## config.mk

```make
export PLATFORM = sky130hd
export DESIGN_NAME = sync_indirect_access
export DESIGN_NICKNAME = d
export VERILOG_FILES = /design/src/hdl/sync_indirect_access.v /design/src/hdl/full_reset_seq.v
export VERILOG_INCLUDE_DIRS = /design/src /design/src/hdl
export SDC_FILE = /design/constraint.sdc
export NUM_CORES = 1
export LEC_CHECK = 0
export BUFFER_PORTS_ARGS = -buffer_cell sky130_fd_sc_hd__buf_2
export CAP_MARGIN = 0
export CORE_AREA = 3 3 133 199
export DETAILED_ROUTE_END_ITERATION = 12
export DIE_AREA = 0 0 136 202
export PLACE_DENSITY = 0.85
export SKIP_LAST_GASP = 1
export SYNTH_ARGS = -nofsm -noshare
export SYNTH_HDL_FRONTEND = slang
export SYNTH_SLANG_ARGS = --single-unit
```

## constraint.sdc

```tcl
create_clock -name i_clk -period 9.5 [get_ports i_clk]
set_input_delay 0.95 -clock i_clk [delete_from_list [all_inputs] [get_ports i_clk]]
set_output_delay 0.95 -clock i_clk [all_outputs]
set_load 0.02 [all_outputs]
```

## src/hdl/sync_indirect_defs.vh

```
`ifndef SYNC_INDIRECT_DEFS_VH
`define SYNC_INDIRECT_DEFS_VH

// Register word offsets (byte addresses on the host bus)
`define OFF_SELECT_RESET 4'h8
`define OFF_DATA_WINDOW 4'hA

// Control register fields
`define PTR_MSB 3
`define PTR_LSB 0
`define RESET_BIT 7
`define CTRL_UNUSED_MASK 8'h70

// Indirect register indices
`define IND_PROTOCOL 4'h0
`define IND_RX_ERROR 4'h1
`define IND_TX_ERROR 4'h2
`define IND_MODEM 4'h4

// Reset values
`define ZERO16 16'h0000
`define RX_ERR_MASK 16'hFF00

// Full reset sequence length in ns, and in cycles at 125 MHz
`define RESET_TIME_NS 200
`define CLK_PERIOD_NS 8
`define RESET_CYCLES ((`RESET_TIME_NS + `CLK_PERIOD_NS - 1) / `CLK_PERIOD_NS)

`endif

```

## src/hdl/sync_indirect_access.v

```verilog
`timescale 1ns/1ns
`include "sync_indirect_defs.vh"


module sync_indirect_access #(
    parameter RESET_CYCLES = `RESET_CYCLES
) (
    // Clock and bus initialise
    input wire i_clk,
    input wire i_resetn,
    // Host word bus
    input wire [3:0] i_addr,
    input wire i_sel,
    input wire i_wr,
    input wire i_rd,
    input wire i_word,
    input wire [15:0] i_wdata,
    output reg [15:0] o_rdata,
    output reg o_ack,
    output reg o_err,
    // Device side
    input wire [7:0] i_change_flags,
    input wire [7:0] i_modem_rx,
    output wire o_full_reset,
    output reg o_tx_marking,
    output reg o_rx_enable,
    output reg o_cfg_load,
    output reg [7:0] o_protocol,
    output reg [15:0] o_reg_flat_sel
);

// ----------------------------------------
// Registers and nets
// ----------------------------------------
reg [3:0] ptr;
reg [15:0] cache;
reg reload;
wire busy;
wire done;
wire hit_ctrl;
wire hit_data;
wire wr_ctrl;
wire wr_data;
wire start;
wire [3:0] next_ptr;
wire [15:0] wr_onehot;
wire [255:0] ind_flat;
wire clear_err;
genvar g;

// One-hot masks of the TX error entry that full reset clears, of the RX error entry whose low byte it clears and of the modem entry with its live receive byte
localparam [15:0] SEL_RX_ERR = 16'h0001 << `IND_RX_ERROR;
localparam [15:0] SEL_TX_ERR = 16'h0001 << `IND_TX_ERROR;
localparam [15:0] SEL_MODEM = 16'h0001 << `IND_MODEM;

// ----------------------------------------
// Address decode
// ----------------------------------------
// word-only decode of control word
assign hit_ctrl = i_sel && i_word && (i_addr == `OFF_SELECT_RESET);
assign hit_data = i_sel && i_word && (i_addr == `OFF_DATA_WINDOW);
assign wr_ctrl = hit_ctrl && i_wr;
assign wr_data = hit_data && i_wr;
assign start = wr_ctrl && i_wdata[`RESET_BIT];
// Pointer wraps from 15 back to 0
// pointer steps on data write
assign next_ptr = wr_ctrl ? i_wdata[`PTR_MSB:`PTR_LSB] :
                  wr_data ? ptr + 4'h1 : ptr;

// ----------------------------------------
// Full reset sequencer
// ----------------------------------------
full_reset_seq #(
    .CYCLES(RESET_CYCLES)
) u_seq (
    .i_clk(i_clk),
    .i_resetn(i_resetn),
    .i_start(start),
    .o_busy(busy),
    .o_done(done)
);

// Bit 7 and the reset output both show the sequencer busy flag
assign o_full_reset = busy;

// ----------------------------------------
// Pointer
// ----------------------------------------
always @(posedge i_clk or negedge i_resetn) begin
    if (!i_resetn) begin
        ptr <= 4'h0;
        reload <= 1'b0;
    end else begin
        ptr <= next_ptr;
        reload <= wr_ctrl || wr_data;
    end
end

// ----------------------------------------
// Indirect register file
// ----------------------------------------
// Writes land at the pointer before it steps
assign wr_onehot = wr_data ? (16'h0001 << ptr) : 16'h0000;
// error bytes cleared as reset starts
assign clear_err = start && !busy;

generate
    for (g = 0; g < 16; g = g + 1) begin : g_ind
        reg [15:0] word;
        assign ind_flat[g*16 +: 16] = word;
        always @(posedge i_clk or negedge i_resetn) begin
            if (!i_resetn) begin
                word <= `ZERO16;
            end else if (clear_err && SEL_TX_ERR[g]) begin
                word <= `ZERO16;
            end else if (clear_err && SEL_RX_ERR[g]) begin
                word <= word & `RX_ERR_MASK;
            end else if (SEL_MODEM[g]) begin
                // receive byte is read-only and live
                if (wr_onehot[g]) begin
                    word[15:8] <= i_wdata[15:8];
                end
                word[7:0] <= i_modem_rx;
            end else if (wr_onehot[g]) begin
                word <= i_wdata;
            end
        end
    end
endgenerate

// ----------------------------------------
// Read cache
// ----------------------------------------
// Loads one edge after the pointer settles
always @(posedge i_clk or negedge i_resetn) begin
    if (!i_resetn) begin
        cache <= `ZERO16;
    end else if (reload) begin
        cache <= ind_flat[{ptr, 4'h0} +: 16];
    end
end

// ----------------------------------------
// Bus answers
// ----------------------------------------
always @(posedge i_clk or negedge i_resetn) begin
    if (!i_resetn) begin
        o_rdata <= `ZERO16;
        o_ack <= 1'b0;
        o_err <= 1'b0;
    end else begin
        // Byte and unmapped accesses answer with an error pulse
        o_ack <= i_sel && (i_rd || i_wr) && (hit_ctrl || hit_data);
        o_err <= i_sel && (i_rd || i_wr) && !(hit_ctrl || hit_data);
        if (hit_ctrl && i_rd) begin
            o_rdata <= {i_change_flags, busy, 3'b000, ptr};
        end else if (hit_data && i_rd) begin
            o_rdata <= cache;
        end else begin
            o_rdata <= `ZERO16;
        end
    end
end

// ----------------------------------------
// Interface state during full reset
// ----------------------------------------
always @(posedge i_clk or negedge i_resetn) begin
    if (!i_resetn) begin
        o_tx_marking <= 1'b1;
        o_rx_enable <= 1'b0;
        o_cfg_load <= 1'b0;
        o_protocol <= 8'h00;
        o_reg_flat_sel <= `ZERO16;
    end else begin
        o_cfg_load <= 1'b0;
        o_reg_flat_sel <= 16'h0001 << ptr;
        if (busy) begin
            o_tx_marking <= 1'b1;
            o_rx_enable <= 1'b0;
        end
        if (done) begin
            o_protocol <= ind_flat[{`IND_PROTOCOL, 4'h0} +: 8];
            o_cfg_load <= 1'b1;
        end else if (wr_data && ptr == `IND_PROTOCOL) begin
            o_tx_marking <= o_tx_marking;
        end
    end
end

endmodule

```

## src/hdl/full_reset_seq.v

```verilog
`timescale 1ns/1ns
`include "sync_indirect_defs.vh"

module full_reset_seq #(
    parameter CYCLES = `RESET_CYCLES
) (
    // Clock and reset
    input wire i_clk,
    input wire i_resetn,
    // Control
    input wire i_start,
    // Status
    output wire o_busy,
    output reg o_done
);

reg [15:0] count;
reg busy;

assign o_busy = busy;

always @(posedge i_clk or negedge i_resetn) begin
    if (!i_resetn) begin
        count <= 16'h0000;
        busy <= 1'b0;
        o_done <= 1'b0;
    end else begin
        o_done <= 1'b0;
        if (!busy) begin
            if (i_start) begin
                busy <= 1'b1;
                count <= CYCLES[15:0] - 16'h0001;
            end
        end else if (count == 16'h0000) begin
            busy <= 1'b0;
            o_done <= 1'b1;
        end else begin
            count <= count - 16'h0001;
        end
    end
end

endmodule

```

==> results by group <==
Yosys
  • Synth Net Count: 1106
  • Warnings, synthesis: 0
  • Yosys top cell area share: 57.1%
  • Synth area leaders: dfrtp_1, mux2_2, mux2i_1, mux4_2, a22o_1
  • Yosys cell types: between 40 and 50
  • Post-synth EDFFs: 0
  • Syn avg cell area: 14.0 µm²
  • Syn Inst Count: about 1100
  • Top FF cell, synth: dfrtp_1
  • Synth area leader: dfrtp_1
  • Post-synth design cell area: between 10000 and 15000 µm²
  • Seq/Total Area, Yosys: 57.3%
  • Number of synthesized register bits: 339
  • Asr flop ratio synth: 100%

Detailed routing
  • DRT antenna net count: 0
  • Routed WL: 36.2 mm
  • Metal2 WL: 18.2 mm
  • Met1 Routed Length: ~14 mm
  • Metal3 WL: 2.39 mm
  • Drt via density: 6.45
  • TritonRoute pass-1 iters: 5
  • Initial DRC Count: 691
  • Avg WL per Cell: 24.8 µm
  • Top Metal Used: met4
  • Drt drc: 0
  • Via count: 9414

Power
  • Share of total power in the clock network: around 40%
  • Leakage: between 0.008 and 0.009 µW
  • Comb pwr share: 10.3%
  • Power Total: 3240 µW
  • Switch share: 25.4%
  • Internal power: 2420 µW
  • VDD IR max: 139 µV
  • NetSw: 823 µW
  • Pwr dens: 196 nW/µm²
  • Reg power frac: between 40 and 50%

Critical path
  • R2R Setup Slk: ~5.3 ns
  • CP dominant cell by count: ha_1
  • Slowest stage cell, crit path: dfrtp_4
  • CP startpoint kind: flop
  • Data arrival, critical path: 4.63 ns
  • Crit Path Class: reg -> reg
  • Crit path cell chain: buf_4, ha_1, ha_1, and2_1, and3_1, mux2_2
  • CP bufs+invs: 1
  • Worst EP required: roughly 9.9 ns
  • Critical path endpoint category: flop
  • CP max FO: 52
  • Worst path max stage delay: 1.03 ns
  • Crit path max-delay family: simple AND/OR/NAND/NOR gates

Timing
  • Minimum clock period: 4.19 ns
  • Max transition margin: 15.0%
  • Final Hold Fails: 0
  • RSZ-0062 raised after global routing: no
  • Final WS setup: 5.31 ns
  • Worst Max-Slew Pin Slew: 1.28 ns
  • Setup violations, final: 0
  • Achievable Freq: 238 MHz
  • Tcrit/Tclk final: between 40% and 50%
  • Setup TNS: 0 ns
  • Pins Over Slew Limit: 0
  • Skew final: between 0.01 and 0.015 ns

Flow run
  • Max Cap Viol: 0

GRT
  • Vias in the first global route: 10100
  • Grt ovf: 0
  • Tot GR Track Use: 26.7%
  • Largest net degree at the start of global routing: 117
  • Initial antenna violation count: 0
  • First-pass GRT wire length: 56.9 mm

Clocking
  • Post_cts resized: 0
  • Number of clock sinks: between 300 and 400
  • Clock-pin slew on the worst setup and hold paths: approximately 0.070 ns
  • H-Tree Depth: 1
  • Clk buf depth: 3
  • Post-CTS Setup Bufs: 0
  • Root buf cell: clkbuf_16
  • CTS tree: done
  • CTS Buf Count: 30
  • Worst-Skew Late Latency: 0.56 ns
  • # hold bufs at CTS: 0

Die
  • Chip width: roughly 140 µm
  • # rows: 71
  • Starting Density: 59.1%
  • Core footprint: 25100 µm²
  • Die Y-Extent: 202 µm
  • Ports: approximately 90
  • Die Area: 27500 µm²

Final layout
  • Area Overhead vs Synth: 11.7%
  • Layout cells sized above 1: 38.3%
  • Design area: 16500 µm²
  • N_diodes: 0
  • Nets: around 1200

Min path
  • Min-delay worst type: in -> async

Placed design
  • Placer Congestion: 0.838
  • Hpwl dp: 21.8 mm
  • DP Worst Slack: 5.38 ns
  • Placed cell area: 15500 µm²
  • Port Buffers: 86

Outcome
  • Status: completed
## cells in the mapped netlist (all sizes together) (4+ instances only)
master / instances
nand2: 24
and3: 9
mux2: 232
nand3: 8
nor4: 6
a22o: 37
inv: 8
or4: 6
o32ai: 16
nor2b: 5
dfrtp: 338
clkbuf: 56
ha: 7
nor2: 35
or2: 4
buf: 24
o21ai: 27
nor3: 6
o31ai: 4
o22ai: 17
a21oi: 26
mux4: 32
mux2i: 89
and2: 17
## layout by cell type (no fill, tap or decap), types with 3 or more instances in the layout
cell type    n
a21oi_1     26
a22o_1      37
and2_1      16
and3_1       9
buf_2       85
buf_4       12
bufinv_16    5
clkbuf_1     3
clkbuf_16   31
clkbuf_8     6
clkinv_2     7
dfrtp_1    336
ha_1         7
inv_1        8
mux2_2     232
mux2i_1     89
mux4_2      32
nand2_1     24
nand3_1      8
nand4_1      3
nor2_1      33
nor2b_1      4
nor3_1       5
nor4_1       4
o21ai_0     27
o22ai_1     17
o31ai_1      4
o32ai_1     16
or2_2        4
or4_1        5
## through the flow
stage / std cells / hold slack [ns] / utilization, %
2_1_floorplan: 1057 / 0.352 / -
3_3_place_gp: 1403 / 0.477 / 61.7
3_5_place_dp: 1403 / 0.481 / 61.7
4_1_cts: 1459 / 0.475 / 66.1
5_1_grt: 1459 / 0.481 / 66.1
6_report: 1459 / 0.463 / 66.1
## power groups by stage
| stage | combinational [µW] | clock [µW] | sequential [µW] |
|---|---|---|---|
| 2_1_floorplan | 250 | 0 | 1560 |
| 3_3_place_gp | 322 | 0 | 1610 |
| 3_5_place_dp | 330 | 0 | 1620 |
| 4_1_cts | 332 | 1330 | 1590 |
| 5_1_grt | 356 | 1390 | 1600 |
| 6_report | 333 | 1320 | 1590 |
## cell type report
class,count,area (µm²)
tap,328,410
clock inverter,16,218
sequential,339,8490
multi-input combinational,630,6000
clock buffer,40,870
timing repair buffer,98,531
inverter,8,30.0
fill,1754,8500
## path summary, 6_finish.rpt
check / from / endpoint / depth (start not counted)
worst min-delay path: i_resetn / u_seq.count[8] / 1
worst max-delay path: ptr[0] / g_ind[11].word[5] / 6
min in group i_clk: i_modem_rx[6] / g_ind[4].word[6] / 1
max in group asynchronous: i_resetn / g_ind[13].word[1] / 3
worst max register to register: ptr[0] / g_ind[11].word[5] / 6
worst min register to register: g_ind[7].word[15] / g_ind[7].word[15] / 1
## routing by layer
| layer | vias up | track usage (%) |
|---|---|---|
| met5 | - | 0 |
| met4 | 0 | 14.2 |
| met3 | 131 | 4.78 |
| met2 | 430 | 44.2 |
| met1 | 4863 | 33.3 |
| li1 | 3990 | - |
## flip-flops by register name, summed over array words and instances (netlist names)
signal          cells
o_ack               1
o_tx_marking        1
u_seq.o_done        1
cache              16
o_protocol          8
o_err               1
g_ind.word        256
reload              1
u_seq.o_busy        1
ptr                 4
u_seq.count        16
o_cfg_load          1
o_reg_flat_sel     16
o_rdata            16
## cells by family (layout without fill, tap and decap cells)
group / count (synthesis) / in the layout / share of synthesized area, %
compound gates: 132 / 132 / 6.12
mux: 353 / 353 / 28.5
buf+inv: 88 / 162 / 2.39
simple gates: 137 / 137 / 5.06
flops: 339 / 339 / 57.3
fa+ha+maj: 7 / 7 / 0.591
other cells: 1 / 1 / 0.0253
## worst register-to-register path, cell delays in order (launching register included)
cell     delay (ns)
dfrtp_4        1.03
buf_4          0.91
ha_1           0.35
ha_1           0.17
and2_1         0.15
and3_1         1.02
mux2_2         0.44
No activity file was read; power rests on OpenSTA's default activity.
